`src/inc/ulsbg_consts.svh`:
```
`ifndef ULSBG_CONSTS_SVH
`define ULSBG_CONSTS_SVH
// register indices; byte address is four times the index
`define ULSBG_IDX_DIVLO      4'h0
`define ULSBG_IDX_DIVHI      4'h1
`define ULSBG_IDX_LINE       4'h5
`define ULSBG_IDX_MODEM      4'h6
`define ULSBG_IDX_SCRATCH    4'h7
`define ULSBG_IDX_CFG        4'h8
// line state field positions
`define ULSBG_LINE_RX_READY  0
`define ULSBG_LINE_OVERRUN   1
`define ULSBG_LINE_PARITY    2
`define ULSBG_LINE_STOP      3
`define ULSBG_LINE_BREAK     4
`define ULSBG_LINE_HOLD_MT   5
`define ULSBG_LINE_ALL_MT    6
`define ULSBG_LINE_ERR_SUM   7
// config register fields
`define ULSBG_CFG_FIFO       0
`define ULSBG_CFG_SEL_LO     1
`define ULSBG_CFG_SEL_HI     2
// reset values
`define ULSBG_DIV_RST        16'h000c
`define ULSBG_SCRATCH_RST    8'h00
`define ULSBG_CFG_RST        3'h0
// queue depths and timing in 16x ticks
`define ULSBG_FIFO_DEPTH     5'h10
`define ULSBG_BUF_DEPTH      5'h01
`define ULSBG_HALF_BIT_TICKS 8'h08
`define ULSBG_DEAD_DIV       16'h0003
// phase steps: f_out * 2^24 / 50 MHz
`define ULSBG_STEP_18462     24'h0973d9
`define ULSBG_STEP_18432     24'h096feb
`define ULSBG_STEP_36864     24'h12dfd7
`define ULSBG_STEP_73728     24'h25bfad
`endif

```
`src/inc/ulsbg_pkg.sv`:
```
package ulsbg_pkg;
  // break watcher states
  typedef enum logic [1:0] {
    BRK_IDLE = 2'b00,
    BRK_LOW  = 2'b01,
    BRK_WAIT = 2'b10
  } ulsbg_brk_t;
  typedef logic [2:0] ulsbg_err_t; // {break, framing, parity}
endpackage : ulsbg_pkg

```
`src/hw/ulsbg_top.sv`:
```
// Local design decision: the APB register port.
`timescale 1ns/1ns
`default_nettype none
`include "ulsbg_consts.svh"
// Functional notes
// - data-ready set when a character lands; clears once all data read
// - buffer mode overrun sets on unread replacement, clears on status read
// - queue mode overrun only when full; lost character never queued
// - parity error flag sets on bad parity, clears on status read
// - queue mode keeps errors per character, shown at queue head
// - framing error sets on zero stop bit, clears on status read
// - after framing error receiver resyncs treating stop bit as start
// - break flag sets when input low beyond one frame time
// - one all-zero character is queued per break
// - receiver restarts only after half a bit time of idle high
// - any receive error raises line status interrupt when enabled
// - holding-empty sets on move to shifter, clears on CPU write
// - queue mode holding-empty while transmit queue empty
// - transmitter-empty only when holding and shift registers empty
// - bit 7 zero in buffer mode; queue error summary in queue mode
// - modem state register always reads zero
// - scratch byte is read/write with no effect on operation
// - divider by 1..65535 gives sixteen times bit rate
// - two divisor bytes; writing either reloads the counter
// - divider waveform per divisor 0, 1, 2 and three or more
// - divider input rate chosen among four derived frequencies
module ulsbg_top
  import ulsbg_pkg::*;
(
  input  wire logic        MCLK_IN,          // 50 MHz clock
  input  wire logic        NRST_IN,          // async reset, low
  input  wire logic        PSEL_IN,          // apb select
  input  wire logic        PENABLE_IN,       // apb enable
  input  wire logic        PWRITE_IN,        // apb direction
  input  wire logic [7:0]  PADDR_IN,         // apb byte address
  input  wire logic [31:0] PWDATA_IN,        // apb write data
  output logic      [31:0] PRDATA_OUT,       // apb read data
  output logic             PREADY_OUT,       // apb ready
  output logic             PSLVERR_OUT,      // apb error
  input  wire logic        RXD_IN,           // serial input pin
  input  wire logic        DIV_ACCESS_IN,    // divisor access select
  input  wire logic [1:0]  WORD_LEN_IN,      // data bits minus 5
  input  wire logic        PARITY_EN_IN,     // parity bit present
  input  wire logic        RLS_IE_IN,        // line status irq enable
  input  wire logic        TXE_IE_IN,        // holding empty irq enable
  input  wire logic        RX_CHAR_DONE_IN,  // character complete
  input  wire logic        RX_PERR_IN,       // its parity bad
  input  wire logic        RX_FERR_IN,       // its stop bit zero
  input  wire logic        RX_POP_IN,        // cpu read of rx data
  input  wire logic        TX_WRITE_IN,      // cpu write of tx data
  input  wire logic        TX_MOVE_IN,       // holding to shifter
  input  wire logic        TX_SHIFT_BUSY_IN, // shifter holds a char
  output logic             RX_PUSH_OUT,      // store char in rx data
  output logic             RX_ZERO_LOAD_OUT, // store zero char
  output logic             RX_RESYNC_OUT,    // treat stop as start
  output logic             RX_ENABLE_OUT,    // receiver may start
  output logic             FIFO_MODE_OUT,    // queue mode on
  output logic             BAUD_TICK_OUT,    // 16x enable pulse
  output logic             BAUD_LEVEL_OUT,   // 16x waveform
  output logic             RLS_IRQ_OUT,      // line status request
  output logic             TXE_IRQ_OUT       // holding empty request
);

  logic             rst_q1, rst_n;
  logic             rx_q1, rx_s;
  logic [15:0]      div, next_div;
  logic [7:0]       scratch, next_scratch;
  logic [2:0]       cfg, next_cfg;
  logic [31:0]      next_prdata;
  logic             next_pready, next_pslverr;
  logic [3:0]       idx;
  logic             hit, acc, line_rd, div_wr;
  logic [7:0]       line_val;
  ulsbg_err_t       mem [0:15];
  logic [3:0]       rd_p, wr_p, next_rd_p, next_wr_p;
  logic [4:0]       cnt, next_cnt, depth;
  logic             seen, next_seen, ovr, next_ovr;
  logic             err_any, next_err_any;
  logic             load, push, pop, ovr_set, mem_we;
  ulsbg_err_t       load_err, head;
  logic [15:0]      remain;
  logic [4:0]       tcnt, next_tcnt;
  logic             tx_holding_empty, tx_all_empty;
  logic [23:0]      nco, next_nco, step;
  logic             ntick, next_ntick;
  logic [15:0]      per, bcnt, next_bcnt;
  logic             next_level, next_btick;
  ulsbg_brk_t       brk_st, next_brk_st;
  logic [7:0]       brk_cnt, next_brk_cnt, limit;
  logic [3:0]       bits;
  logic             brk_load;

  // reset release and pin synchroniser
  always_ff @(posedge MCLK_IN or negedge NRST_IN) begin
    if (!NRST_IN) begin
      rst_q1 <= 1'b0;
      rst_n  <= 1'b0;
      rx_q1  <= 1'b1;
      rx_s   <= 1'b1;
    end else begin
      rst_q1 <= 1'b1;
      rst_n  <= rst_q1;
      rx_q1  <= RXD_IN;
      rx_s   <= rx_q1;
    end
  end

  // bus decode; unmapped or latch without access select errors
  assign idx     = PADDR_IN[5:2];
  assign hit     = (PADDR_IN[7:6] == 2'b00) && (PADDR_IN[1:0] == 2'b00)
                 && ((idx >= `ULSBG_IDX_LINE && idx <= `ULSBG_IDX_CFG)
                 || (DIV_ACCESS_IN && idx <= `ULSBG_IDX_DIVHI));
  assign acc     = PSEL_IN && PENABLE_IN && PREADY_OUT;
  assign line_rd = acc && !PWRITE_IN && hit && idx == `ULSBG_IDX_LINE;
  assign div_wr  = acc && PWRITE_IN && hit && idx <= `ULSBG_IDX_DIVHI;

  // status byte seen by software
  assign line_val = {err_any, tx_all_empty, tx_holding_empty,
                     (cnt != 5'h00 && !seen) ? head : 3'h0, ovr,
                     cnt != 5'h00};

  // register writes and read data; status writes are dropped
  always_comb begin
    next_div     = div;
    next_scratch = scratch;
    next_cfg     = cfg;
    next_pready  = PSEL_IN && !PENABLE_IN;
    next_pslverr = PSEL_IN && !PENABLE_IN && !hit;
    next_prdata  = 32'h0000_0000;
    if (PSEL_IN && !PENABLE_IN && hit && !PWRITE_IN) begin
      case (idx)
        `ULSBG_IDX_DIVLO:   next_prdata = {24'h0, div[7:0]};
        `ULSBG_IDX_DIVHI:   next_prdata = {24'h0, div[15:8]};
        `ULSBG_IDX_LINE:    next_prdata = {24'h0, line_val};
        `ULSBG_IDX_SCRATCH: next_prdata = {24'h0, scratch};
        `ULSBG_IDX_CFG:     next_prdata = {29'h0, cfg};
        default:            next_prdata = 32'h0000_0000;
      endcase
    end
    if (acc && PWRITE_IN && hit) begin
      case (idx)
        `ULSBG_IDX_DIVLO:   next_div[7:0]  = PWDATA_IN[7:0];
        `ULSBG_IDX_DIVHI:   next_div[15:8] = PWDATA_IN[7:0];
        `ULSBG_IDX_SCRATCH: next_scratch = PWDATA_IN[7:0];
        `ULSBG_IDX_CFG:     next_cfg = PWDATA_IN[2:0];
        default:            next_scratch = scratch;
      endcase
    end
  end

  always_ff @(posedge MCLK_IN or negedge rst_n) begin
    if (!rst_n) begin
      div         <= `ULSBG_DIV_RST;
      scratch     <= `ULSBG_SCRATCH_RST;
      cfg         <= `ULSBG_CFG_RST;
      PRDATA_OUT  <= 32'h0000_0000;
      PREADY_OUT  <= 1'b0;
      PSLVERR_OUT <= 1'b0;
    end else begin
      div         <= next_div;
      scratch     <= next_scratch;
      cfg         <= next_cfg;
      PRDATA_OUT  <= next_prdata;
      PREADY_OUT  <= next_pready;
      PSLVERR_OUT <= next_pslverr;
    end
  end

  // per-entry error still queued, for the queue error summary
  genvar gi;
  generate
    for (gi = 0; gi < 16; gi++) begin : g_ent
      logic [3:0] ofs;
      assign ofs = 4'(gi) - rd_p;
      assign remain[gi] = ({1'b0, ofs} < cnt) && (mem[gi] != 3'h0);
    end
  endgenerate

  // receive error queue, one entry per stored character
  assign depth    = cfg[`ULSBG_CFG_FIFO] ? `ULSBG_FIFO_DEPTH
                                         : `ULSBG_BUF_DEPTH;
  assign head     = mem[rd_p];
  assign load     = RX_CHAR_DONE_IN || brk_load;
  assign load_err = brk_load ? 3'h4 : {1'b0, RX_FERR_IN, RX_PERR_IN};
  always_comb begin
    pop       = RX_POP_IN && cnt != 5'h00;
    push      = 1'b0;
    mem_we    = 1'b0;
    ovr_set   = 1'b0;
    next_rd_p = rd_p;
    next_wr_p = wr_p;
    next_cnt  = cnt;
    next_seen = seen;
    if (load) begin
      if (!cfg[`ULSBG_CFG_FIFO]) begin
        ovr_set = cnt != 5'h00 && !pop;
        push    = 1'b1;
        mem_we  = 1'b1;
      end else if (cnt == depth && !pop) begin
        ovr_set = 1'b1;
      end else begin
        push    = 1'b1;
        mem_we  = 1'b1;
      end
    end
    if (cfg[`ULSBG_CFG_FIFO]) begin
      next_cnt  = cnt + 5'(push) - 5'(pop);
      next_wr_p = wr_p + 4'(push);
      next_rd_p = rd_p + 4'(pop);
    end else begin
      next_cnt  = push ? 5'h01 : (pop ? 5'h00 : cnt);
    end
    // new head wins over a status read in the same cycle
    if (line_rd)
      next_seen = 1'b1;
    if (pop || (push && (cnt == 5'h00 || !cfg[`ULSBG_CFG_FIFO])))
      next_seen = 1'b0;
    next_ovr = ovr_set || (ovr && !line_rd);
    next_err_any = cfg[`ULSBG_CFG_FIFO] && ((push && load_err != 3'h0)
                || (err_any && !(line_rd && remain == 16'h0)));
  end

  always_ff @(posedge MCLK_IN) begin
    if (mem_we)
      mem[wr_p] <= load_err;
  end

  always_ff @(posedge MCLK_IN or negedge rst_n) begin
    if (!rst_n) begin
      rd_p    <= 4'h0;
      wr_p    <= 4'h0;
      cnt     <= 5'h00;
      seen    <= 1'b0;
      ovr     <= 1'b0;
      err_any <= 1'b0;
    end else begin
      rd_p    <= next_rd_p;
      wr_p    <= next_wr_p;
      cnt     <= next_cnt;
      seen    <= next_seen;
      ovr     <= next_ovr;
      err_any <= next_err_any;
    end
  end

  // transmit occupancy; write and move both count in the same cycle, except a write when full or a move when empty
  assign tx_holding_empty = tcnt == 5'h00;
  assign tx_all_empty     = tx_holding_empty && !TX_SHIFT_BUSY_IN;
  always_comb begin
    next_tcnt = tcnt + 5'(TX_WRITE_IN && tcnt < depth)
                     - 5'(TX_MOVE_IN && tcnt != 5'h00);
  end

  // phase accumulator stands in for the derived input clock
  always_comb begin
    case (cfg[`ULSBG_CFG_SEL_HI:`ULSBG_CFG_SEL_LO])
      2'h1:    step = `ULSBG_STEP_18432;
      2'h2:    step = `ULSBG_STEP_36864;
      2'h3:    step = `ULSBG_STEP_73728;
      default: step = `ULSBG_STEP_18462;
    endcase
    {next_ntick, next_nco} = {1'b0, nco} + {1'b0, step};
  end

  // divider; a latch write reloads so no long first count
  assign per = (div == 16'h0000) ? `ULSBG_DEAD_DIV : div;
  always_comb begin
    next_bcnt  = bcnt;
    next_btick = 1'b0;
    next_level = BAUD_LEVEL_OUT;
    if (div_wr) begin
      next_bcnt  = 16'hffff;
    end else if (ntick) begin
      next_btick = bcnt == 16'h0000 || bcnt >= per;
      next_bcnt  = next_btick ? per - 16'h0001 : bcnt - 16'h0001;
      if (per == 16'h0001)
        next_level = !BAUD_LEVEL_OUT;
      else if (per == 16'h0002)
        next_level = next_bcnt != 16'h0001;
      else
        next_level = next_bcnt < per - 16'h0002;
    end
  end

  // break watcher on the synchronised line, in 16x ticks
  assign bits  = 4'h7 + {2'b00, WORD_LEN_IN} + {3'b000, PARITY_EN_IN};
  assign limit = {bits, 4'h0};
  always_comb begin
    next_brk_st  = brk_st;
    next_brk_cnt = brk_cnt;
    brk_load     = 1'b0;
    case (brk_st)
      BRK_IDLE: begin
        next_brk_cnt = 8'h00;
        if (!rx_s)
          next_brk_st = BRK_LOW;
      end
      BRK_LOW: begin
        if (rx_s)
          next_brk_st = BRK_IDLE;
        else if (BAUD_TICK_OUT && brk_cnt >= limit) begin
          brk_load     = 1'b1;
          next_brk_cnt = 8'h00;
          next_brk_st  = BRK_WAIT;
        end else if (BAUD_TICK_OUT)
          next_brk_cnt = brk_cnt + 8'h01;
      end
      BRK_WAIT: begin
        if (!rx_s)
          next_brk_cnt = 8'h00;
        else if (BAUD_TICK_OUT
                 && brk_cnt == `ULSBG_HALF_BIT_TICKS - 8'h01)
          next_brk_st = BRK_IDLE;
        else if (BAUD_TICK_OUT)
          next_brk_cnt = brk_cnt + 8'h01;
      end
      default: next_brk_st = BRK_IDLE;
    endcase
  end

  // tx, baud, break state and registered side outputs
  always_ff @(posedge MCLK_IN or negedge rst_n) begin
    if (!rst_n) begin
      tcnt             <= 5'h00;
      nco              <= 24'h000000;
      ntick            <= 1'b0;
      bcnt             <= 16'hffff;
      BAUD_TICK_OUT    <= 1'b0;
      BAUD_LEVEL_OUT   <= 1'b0;
      brk_st           <= BRK_IDLE;
      brk_cnt          <= 8'h00;
      RX_PUSH_OUT      <= 1'b0;
      RX_ZERO_LOAD_OUT <= 1'b0;
      RX_RESYNC_OUT    <= 1'b0;
      RX_ENABLE_OUT    <= 1'b0;
      FIFO_MODE_OUT    <= 1'b0;
      RLS_IRQ_OUT      <= 1'b0;
      TXE_IRQ_OUT      <= 1'b0;
    end else begin
      tcnt             <= next_tcnt;
      nco              <= next_nco;
      ntick            <= next_ntick;
      bcnt             <= next_bcnt;
      BAUD_TICK_OUT    <= next_btick;
      BAUD_LEVEL_OUT   <= next_level;
      brk_st           <= next_brk_st;
      brk_cnt          <= next_brk_cnt;
      RX_PUSH_OUT      <= push && !brk_load;
      RX_ZERO_LOAD_OUT <= brk_load;
      RX_RESYNC_OUT    <= RX_CHAR_DONE_IN && RX_FERR_IN;
      RX_ENABLE_OUT    <= next_brk_st != BRK_WAIT;
      FIFO_MODE_OUT    <= cfg[`ULSBG_CFG_FIFO];
      RLS_IRQ_OUT      <= RLS_IE_IN && line_val[4:1] != 4'h0;
      TXE_IRQ_OUT      <= TXE_IE_IN && tx_holding_empty;
    end
  end
endmodule : ulsbg_top
`default_nettype wire

```
`config.mk`:
```
export PLATFORM = sky130hd
export DESIGN_NAME = ulsbg_top
export DESIGN_NICKNAME = d
export VERILOG_FILES = /design/src/inc/ulsbg_pkg.sv /design/src/hw/ulsbg_top.sv
export VERILOG_INCLUDE_DIRS = /design/src /design/src/inc
export SDC_FILE = /design/constraint.sdc
export NUM_CORES = 1
export LEC_CHECK = 0
export CORE_MARGIN = 3
export CORE_UTILIZATION = 65
export CTS_CLUSTER_DIAMETER = 60
export DETAILED_ROUTE_END_ITERATION = 6
export DONT_BUFFER_PORTS = 1
export PLACE_DENSITY = 0.88
export SYNTH_ARGS = -nofsm -noshare
export SYNTH_HDL_FRONTEND = slang
export SYNTH_SLANG_ARGS = --single-unit
```
`constraint.sdc`:
```
create_clock -name MCLK_IN -period 3.9 [get_ports MCLK_IN]
set_input_delay 0.195 -clock MCLK_IN [delete_from_list [all_inputs] [get_ports MCLK_IN]]
set_output_delay 0.195 -clock MCLK_IN [all_outputs]
set_load 0.005 [all_outputs]
```
Word-level counts from Yosys, hierarchy flattened
Memory sizes are Yosys's and may differ from the RTL's.
Index checks and enable logic that the tools add are counted.
{ "totals": {"regBits": 146, "input_bits": 59, "mem_count": 1, "wordCells": 253, "ramBits": 48, "out_inout_bits": 43} }
{ "memory_table": {"columns": ["name", "depth", "width", "rd", "rd_ports_with_merged_regs", "wr", "line_no", "source"], "rows": [
  ["mem", 16, 3, 17, 0, 1, "ulsbg_top.sv:74", "ulsbg_err_t mem [0:15];"]
]} }
{ "classes": {"bitwise": 1, "muxes": 42, "n_addsub": 29, "order_cmp": 23, "n_eq_ne": 17, "n_reduce_logical": 108} }
{ "ops": {"columns": ["operator", "n"], "rows": [
  ["4-bit by 5-bit < comparator with 1-bit output", 16],
  ["22-bit one-hot mux with 3 select lines", 1],
  ["16-bit two-way mux", 4],
  ["3-bit nonzero test", 19],
  ["1-bit logical AND", 51],
  ["16-bit zero test", 3],
  ["8-bit two-way mux", 6],
  ["8-bit one-hot mux with 5 select lines", 1],
  ["16-bit by 1-bit subtractor with 16-bit output, second input constant", 2],
  ["4-bit subtractor, first input constant", 8],
  ["24-bit by 24-bit adder with 25-bit output", 1],
  ["8-bit one-hot mux with 3 select lines", 1],
  ["5-bit two-way mux", 4],
  ["1-bit two-way mux", 17],
  ["16-bit by 1-bit equality test with 1-bit output, second input constant", 1],
  ["16-bit by 2-bit equality test with 1-bit output, second input constant", 1],
  ["16-bit greater-or-equal comparator", 1],
  ["16-bit < comparator", 1],
  ["16-bit by 1-bit != test with 1-bit output, second input constant", 1],
  ["16-bit by 2-bit subtractor with 16-bit output, second input constant", 1],
  ["3-bit by 4-bit subtractor with 4-bit output, first input constant", 4],
  ["4-bit by 1-bit adder with 4-bit output", 3],
  ["1-bit zero test", 11],
  ["5-bit by 1-bit adder with 5-bit output", 2],
  ["32 further kinds", 60]
]} }

Logic depth before layout (Yosys ltp)
Gate-level depths: netlist (run 1).
{ "logic_depth": {"depth_word": 12, "ltp_mapped": 26, "mapped_depth_nobuf": 21} }

Worst setup path after synthesis (run 1)
No wires, ideal clock.
{ "synth_path": {"path_type": "flip-flop to flip-flop", "from": "register div[0]", "to": "register BAUD_LEVEL_OUT", "path_buffers": 5, "period_less_slack_ns": 4.739, "required_time_ns": 3.818, "path_slack_ns": -0.839, "stages_incl_launch_ff": 27, "setup_ns": 0.082, "arrival_ns": 4.657, "path_cell_list": "dfrtp_1 clkbuf_1 inv_1 ha_1 nor4b_1 and4_1 buf_4 or2_2 clkbuf_1 ha_1 nor3b_1 o21ai_0 a211oi_1 o21ai_2 buf_6 clkbuf_1 o21ai_0 o21a_1 ha_1 a21o_1 a21o_1 a21oi_1 o21ai_0 nand2_1 nand4_1 o31a_1 a31oi_1"} }
{ "synth_between": {"elab_chain_len": 8, "elab_cells_between_ends": 13, "classes_between": "add/sub (2); order compare (2); eq/ne (3); mux (4); reduce/logical (2)"} }
{ "synth_lines": {"columns": ["element", "line_no", "source"], "rows": [
  ["start, declared", "ulsbg_top.sv:66", "logic [15:0] div, next_div;"],
  ["start signal, assigned", "ulsbg_top.sv:153", "div <= `ULSBG_DIV_RST;"],
  ["start signal, assigned", "ulsbg_top.sv:160", "div <= next_div;"],
  ["16-bit zero test", "ulsbg_top.sv:266", "assign per = (div == 16'h0000) ? `ULSBG_DEAD_DIV : div;"],
  ["16-bit two-way mux (*)", "ulsbg_top.sv:266", null],
  ["16-bit greater-or-equal comparator", "ulsbg_top.sv:274", "next_btick = bcnt == 16'h0000 || bcnt >= per;"],
  ["1-bit logical OR", "ulsbg_top.sv:274", null],
  ["16-bit two-way mux", "ulsbg_top.sv:275", "next_bcnt = next_btick ? per - 16'h0001 : bcnt - 16'h0001;"],
  ["16-bit < comparator or 16-bit by 1-bit != test with 1-bit output (tied branches)", "ulsbg_top.sv:281, ulsbg_top.sv:279", null],
  ["1-bit two-way mux", "ulsbg_top.sv:278", "else if (per == 16'h0002)"],
  ["1-bit two-way mux (*)", "ulsbg_top.sv:276", "if (per == 16'h0001)"],
  ["end signal, assigned", "ulsbg_top.sv:345", "BAUD_LEVEL_OUT <= next_level;"],
  ["end, declared", "ulsbg_top.sv:59", "output logic BAUD_LEVEL_OUT,"]
]} }
Every way passes the cells marked *; elsewhere a longest branch is shown, timed or not.
A chain may end at the register's enable or synchronous reset.

Worst setup path in the final report (run 1)
Ends and elaborated chain as after synthesis.

==> results of run 1 <==
[final cells by class]
| type | count | area [µm²] |
|---|---|---|
| repair buffers | 78 | 641 |
| multi-input cells | 839 | 6340 |
| well taps | 220 | 275 |
| fillers | 1111 | 4120 |
| inverters | 85 | 322 |
| clock inverters | 14 | 166 |
| clock buffers | 18 | 429 |
| flip-flops and latches | 170 | 4520 |
[Yosys cell counts, types with 24 or more instances]
master	number
nand2_1	90
nor2_1	86
o21ai_0	51
buf_4	25
dfrtp_1	102
clkbuf_1	24
edfxtp_1	48
xnor2_1	60
inv_1	84
a21oi_1	71
nor3_1	32
ha_1	125
[kinds of logic (layout without fill, tap and decap cells)]
family,count (synthesis),in the layout,synth area share (%)
xor+xnor,77,77,5.94
flops,170,170,39.8
compound gates,232,232,13.1
other cells,2,25,0.0661
mux,56,56,6.82
fa+ha+maj,128,128,14.3
simple gates,321,321,14.2
buf+inv,144,195,5.76
[final timing paths]
kind	startpoint	end
max	div[0]$_DFFE_PN0P_	BAUD_LEVEL_OUT$_DFFE_PN0P_
min	NRST_IN	rst_n$_DFF_PN0_
max reg2reg	div[0]$_DFFE_PN0P_	BAUD_LEVEL_OUT$_DFFE_PN0P_
min reg2reg	rx_q1$_DFF_PN1_	rx_s$_DFF_PN1_
max in group asynchronous	rst_n$_DFF_PN0_	bcnt[0]$_DFFE_PN1P_
min in group MCLK_IN	RX_FERR_IN	err_any$_DFF_PN0_
[registers in the layout, indices dropped and copies added, names as in the netlist, 3 cells and up]
register / count
brk_cnt: 8
nco: 24
div: 16
scratch: 8
wr_p: 4
PRDATA_OUT: 8
bcnt: 16
tcnt: 5
rd_p: 4
cnt: 5
cfg: 3
mem: 48
[timing repair]
action,CTS,global route
hold buffers,17,0
setup endpoints to repair,1,2
endpoints found under the hold margin,41,0
setup buffers,2,0
pin swaps,3,0
gates resized for setup,5,4
[layer usage]
metal  part of all wire, %  routed length, µm  track usage, %
met2                    51              14500            52.2
met4                   4.7               1340            14.7
met3                   6.0               1700            7.01
met1                    39              11000            35.4
met5                     0                  0               0
[layout by cell type, fill, tap and decap left out, types with 5 or more instances in the layout]
| master | count |
|---|---|
| conb_1 | 25 |
| dfstp_2 | 20 |
| inv_1 | 82 |
| o21bai_1 | 6 |
| o21a_1 | 11 |
| clkbuf_16 | 17 |
| nand2b_1 | 8 |
| a22oi_1 | 5 |
| o31a_1 | 5 |
| mux4_2 | 15 |
| xnor2_1 | 60 |
| nor2_1 | 85 |
| mux2i_1 | 20 |
| a21oi_1 | 69 |
| dfrtp_1 | 101 |
| nor2b_1 | 10 |
| nand4_1 | 11 |
| nand3_1 | 20 |
| buf_4 | 60 |
| dlygate4sd3_1 | 17 |
| or3_1 | 5 |
| nor4_1 | 11 |
| xor2_1 | 17 |
| o32ai_1 | 11 |
| edfxtp_1 | 48 |
| ha_1 | 123 |
| nor3_1 | 32 |
| and3_1 | 6 |
| a21o_1 | 22 |
| nand2_1 | 90 |
| mux2_2 | 21 |
| and2_1 | 12 |
| a21boi_0 | 5 |
| o21ai_0 | 46 |
[metrics by stage]
step / area [µm²] / cells
after floorplan: 11500 / 1153
after global placement: 11900 / 1373
after detailed placement: 11900 / 1373
after CTS: 12700 / 1424
after global routing: 12700 / 1424
final: 12700 / 1424
[power by group through the flow]
stage	logic, W	registers, W	clock network (W)
global route	0.00189	0.00225	0.00181
floorplan	0.00130	0.00221	0
detailed placement	0.00160	0.00225	0
CTS	0.00165	0.00222	0.00173
finish	0.00171	0.00222	0.00172
global placement	0.00151	0.00224	0
[worst reg2reg max path: cells and delay by family (launching register included)]
kind                     cells  cell delay, ps
adder cells (fa/ha/maj)      3             660
AND/OR/NAND/NOR              7            1060
buffers and inverters        2             240
flip-flops                   1             420
AO/OA/AOI/OAI               10            1510
==> results.sh, run 1 <==
export IMPL_core_um2=16800
export IMPL_grt_ovfl_total=0
export IMPL_clockBufferDepth=2
export IMPL_async_flop_share_pct=71.8
export IMPL_hold_violations=0
export IMPL_postLayoutSetupSlackWorst_ps=-91.6
export IMPL_fin_crit_sh_pct=102
export IMPL_power_w=0.00566
export IMPL_period_needed_ps=3990
export IMPL_worstSetupPathType="reg2reg"
export IMPL_die_h_um=138
export IMPL_synth_cell_types=72
export IMPL_synth_top_flop_cell="dfrtp_1"
export IMPL_grtUsageTotal_pct=30.1
export IMPL_tns_ps=-91.6
export IMPL_clockRootBuffer="clkbuf_16"
export IMPL_wl_per_cell_um=20.1
export IMPL_combPwrFrac_pct=30.2
export IMPL_power_density_nw_per_um2=446
export IMPL_cpPeakStageDelay_ps=420
export IMPL_grt_pass1_wl_um=46700
export IMPL_yosysSeqAreaShare_pct=39.8
export IMPL_leakage_nw=5.50
export IMPL_drv_cap=0
export IMPL_worstPathBufferInverterCount=2
export IMPL_antenna_found_initial=0
export IMPL_die_area_um2=19100
export IMPL_crit_slowest_cell="dfrtp_1"
export IMPL_port_buffers=0
export IMPL_place_congestion=1.03
export IMPL_num_antenna_cells=0
export IMPL_finClkSkew_ps=10.7
export IMPL_drv_slew=0
export IMPL_worst_slew_pin_slew_ps=1020
export IMPL_drive_gt1_share_pct=14.5
export IMPL_cts_tree="done"
export IMPL_syn_area_per_cell_um2=10.1
export IMPL_post_place_ws_ps=-64.1
export IMPL_yosys_warnings=0
export IMPL_initial_utilization_pct=67.5
export IMPL_cp_depth=22
export IMPL_slew_limit_headroom_pct=32.0
export IMPL_final_nets=1378
export IMPL_numCtsBuffers=17
export IMPL_first_pass_iters=6
export IMPL_ys_ff_latch=170
export IMPL_synth_edf_count=48
export IMPL_insertion_delay_ps=450
export IMPL_final_util_pct=75.5
export IMPL_violations="negative setup slack"
export IMPL_synth_area_leader_cell="dfrtp_1"
export IMPL_clock_sinks=170
export IMPL_die_w_um=138
export IMPL_vdd_drop_max_uv=335
export IMPL_status="finished with violations"
export IMPL_clk_pin_slew_ps=60
export IMPL_cp_required_ps=4240
export IMPL_reg2reg_depth=22
export IMPL_grt_pass1_vias=9180
export IMPL_rsz0062_at_grt="yes"
export IMPL_rows=47
export IMPL_routed_wl_um=28600
export IMPL_power_internal_w=0.00379
export IMPL_critPathMaxFanout=18
export IMPL_hp_class="in2async"
export IMPL_p_clk_share_pct=30.5
export IMPL_cpLargestDelayFamily="compound AO/OA/AOI/OAI gates"
export IMPL_synth_top_area_share_pct=22.5
export IMPL_postRouteAntennaNets=0
export IMPL_route_vias_total=8957
export IMPL_ys_top_cells_by_area="dfrtp_1 22%, ha_1 14%, edfxtp_1 13%, dfstp_2 4.6%, xnor2_1 4.6%"
export IMPL_io_pin_count=102
export IMPL_clock_fmax_ghz=0.251
export IMPL_syn_cell_area_um2=11400
export IMPL_grt_max_degree=78
export IMPL_vias_per_cell=6.29
export IMPL_power_switching_w=0.00187
export IMPL_cp_start_kind="flip-flop"
export IMPL_arrival_ps=4340
export IMPL_timing_hold_ws_ps=16.3
export IMPL_dr_first_iter_drc_count=868
export IMPL_switching_share_pct=33.1
export IMPL_path_cells="inv_4 -> ha_2 -> nor4b_4 -> and4_4 -> or2_4 -> ha_4 -> nor3b_2 -> o21ai_1 -> a211oi_2 -> o21ai_2 -> buf_12 -> nor2_2 -> a21oi_2 -> ha_1 -> a21o_1 -> a21o_1 -> a21oi_1 -> o21ai_1 -> nand2_1 -> nand4_1 -> o31a_1 -> a31oi_1"
export IMPL_crit_path_end_kind="flip-flop"
export IMPL_synthCells=1130
export IMPL_drc=0
export IMPL_setup_violations=1
export IMPL_syn_to_final_growth_pct=11.8
export IMPL_seq_power_share_pct=39.3
export IMPL_r2r_slack_ps=-90
export IMPL_htreeDepth=4
export IMPL_hpwl_um=20800
Note: power is estimated with default switching activity, not from simulation.
==> run 2: changes to the inputs <==
--- a/config.mk
+++ b/config.mk
@@ -13,4 +13,5 @@
 export DONT_BUFFER_PORTS = 1
 export PLACE_DENSITY = 0.88
+export SKIP_LAST_GASP = 1
 export SYNTH_ARGS = -nofsm -noshare
 export SYNTH_HDL_FRONTEND = slang
==> constraint.sdc (replaced) <==
create_clock -name MCLK_IN -period 3.9 [get_ports MCLK_IN]
set_input_delay 0.78 -clock MCLK_IN [delete_from_list [all_inputs] [get_ports MCLK_IN]]
set_output_delay 0.78 -clock MCLK_IN [all_outputs]
set_load 0.005 [all_outputs]
==> results.sh, run 2 (synthesized netlist as in run 1, its figures left out) <==
export IMPL_postRouteAntennaNets=0
export IMPL_worstSetupPathType="reg2reg"
export IMPL_num_antenna_cells=0
export IMPL_worstPathBufferInverterCount=1
export IMPL_htreeDepth=4
export IMPL_routed_wl_um=29700
export IMPL_port_buffers=0
export IMPL_route_vias_total=9113
export IMPL_largest_reg_flops=48
export IMPL_cpPeakStageDelay_ps=450
export IMPL_grt_max_degree=69
export IMPL_violations="negative setup slack"
export IMPL_drv_cap=0
export IMPL_clk_pin_slew_ps=70
export IMPL_numCtsBuffers=17
export IMPL_insertion_delay_ps=450
export IMPL_slew_limit_headroom_pct=25.6
export IMPL_r2r_end="BAUD_LEVEL_OUT$_DFFE_PN0P_"
export IMPL_final_nets=1373
export IMPL_tns_ps=-220
export IMPL_hp_class="in2async"
export IMPL_fin_crit_sh_pct=106
export IMPL_grtUsageTotal_pct=31.0
export IMPL_cp_required_ps=4260
export IMPL_cp_start_kind="flip-flop"
export IMPL_drc=0
export IMPL_vias_per_cell=6.42
export IMPL_vdd_drop_max_uv=328
export IMPL_power_density_nw_per_um2=454
export IMPL_path_common_cell="o21ai_2"
export IMPL_drv_slew=0
export IMPL_grt_pass1_vias=9447
export IMPL_io_pin_count=102
export IMPL_postLayoutSetupSlackWorst_ps=-220
export IMPL_hpwl_um=21000
export IMPL_cp_depth=20
export IMPL_power_w=0.00581
export IMPL_regMostFlops="mem"
export IMPL_leakage_nw=5.51
export IMPL_reg2reg_depth=20
export IMPL_critical_path_endpoint="BAUD_LEVEL_OUT$_DFFE_PN0P_"
export IMPL_die_area_um2=19100
export IMPL_antenna_found_initial=2
export IMPL_critPathMaxFanout=8
export IMPL_cts_hold_buf=0
export IMPL_status="finished with violations"
export IMPL_layout_commonest_cell="ha_1"
export IMPL_clockRootBuffer="clkbuf_16"
export IMPL_die_h_um=138
export IMPL_period_needed_ps=4120
export IMPL_reg_largest_list="mem (48), nco (24)"
export IMPL_clockBufferDepth=2
export IMPL_finClkSkew_ps=13.9
export IMPL_clock_fmax_ghz=0.243
export IMPL_die_w_um=138
export IMPL_crit_slowest_cell="dfrtp_1"
export IMPL_path_cells="nor4_4 -> and4_4 -> or2_4 -> ha_4 -> nor3b_2 -> o21ai_2 -> a211oi_2 -> o21ai_2 -> buf_6 -> nor2_1 -> a21oi_1 -> ha_1 -> a21o_1 -> a21o_1 -> a21oi_2 -> o21ai_2 -> nand2_1 -> nand4_1 -> o31a_1 -> a31oi_1"
export IMPL_arrival_ps=4490
export IMPL_mostFrequentLayoutCells="116 x ha_1, 101 x dfrtp_1, 90 x nand2_1, 85 x nor2_1, 80 x inv_1"
export IMPL_crit_path_start="div[12]$_DFFE_PN0P_"
export IMPL_rows=47
export IMPL_setup_violations=1
export IMPL_initial_utilization_pct=67.5
export IMPL_syn_to_final_growth_pct=12.6
export IMPL_grt_pass1_wl_um=47900
export IMPL_worst_slew_pin_slew_ps=1110
export IMPL_place_congestion=1.01
export IMPL_core_um2=16800
export IMPL_cts_tree="done"
export IMPL_cpLargestDelayFamily="compound AO/OA/AOI/OAI gates"
export IMPL_r2r_start="div[12]$_DFFE_PN0P_"
export IMPL_dr_first_iter_drc_count=711
export IMPL_wl_per_cell_um=20.9
export IMPL_crit_path_end_kind="flip-flop"
export IMPL_first_pass_iters=6
export IMPL_r2r_slack_ps=-220
export IMPL_clock_sinks=170
export IMPL_rsz0062_at_grt="yes"
export IMPL_drive_gt1_share_pct=17.3
export IMPL_hold_violations=0
export IMPL_grt_ovfl_total=0
-- run 2: how the worst min path moves through the flow --
stage	start	end	slack, ps
detailed placement	rst_q1$_DFF_PN0_	rst_n$_DFF_PN0_	340
floorplan	rst_q1$_DFF_PN0_	rst_n$_DFF_PN0_	330
global route	NRST_IN	rst_n$_DFF_PN0_	9
finish	NRST_IN	rst_q1$_DFF_PN0_	30
CTS	NRST_IN	rst_n$_DFF_PN0_	20
global placement	rst_q1$_DFF_PN0_	rst_n$_DFF_PN0_	330
-- run 2: final cells by class --
| type | count | area, µm² |
|---|---|---|
| Multi-Input combinational cell | 839 | 6480 |
| Tap cell | 220 | 275 |
| Timing Repair Buffer | 73 | 563 |
| Clock buffer | 17 | 425 |
| Inverter | 85 | 339 |
| Sequential cell | 170 | 4520 |
| Clock inverter | 15 | 181 |
| Fill cell | 1097 | 4030 |
-- run 2: through the flow --
step	hold slack, ps	util [%]	area [µm²]	instances	worst slack (ps)
after global routing	8.55	76.1	12800	1419	-396
after CTS	16.6	75.6	12700	1415	-29.1
after global placement	334	71.3	12000	1377	-141
after floorplan	331	-	11600	1153	-201
after detailed placement	336	71.3	12000	1377	-223
final	25.6	76.1	12800	1419	-220
-- run 2: repair_timing --
item,in CTS,in global routing
setup endpoints to repair,1,2
buffers inserted,6,4
gates resized for setup,15,12
pin swaps,8,13
-- run 2: where the power goes --
part	total, W	internal, W	switching, W
Combinational	0.00181	0.000847	0.000965
Sequential	0.00222	0.00206	0.000160
Clock	0.00178	0.000971	0.000809
Total	0.00581	0.00387	0.00193
-- run 2: worst register-to-register path, cell delays in order (launching register included) --
cell	delay [ps]
dfrtp_1	450
nor4_4	400
and4_4	300
or2_4	130
ha_4	190
nor3b_2	200
o21ai_2	100
a211oi_2	320
o21ai_2	110
buf_6	160
nor2_1	140
a21oi_1	90
ha_1	250
a21o_1	180
a21o_1	180
a21oi_2	150
o21ai_2	80
nand2_1	70
nand4_1	100
o31a_1	310
a31oi_1	140
-- run 2: layer usage --
layer	vias to the layer above	GRT usage [%]	share of wire, %
met5	-	0	0.15
met4	4	18.0	6.7
met3	186	7.18	6.8
met2	480	54.8	51
met1	4350	34.2	36
li1	4093	-	-
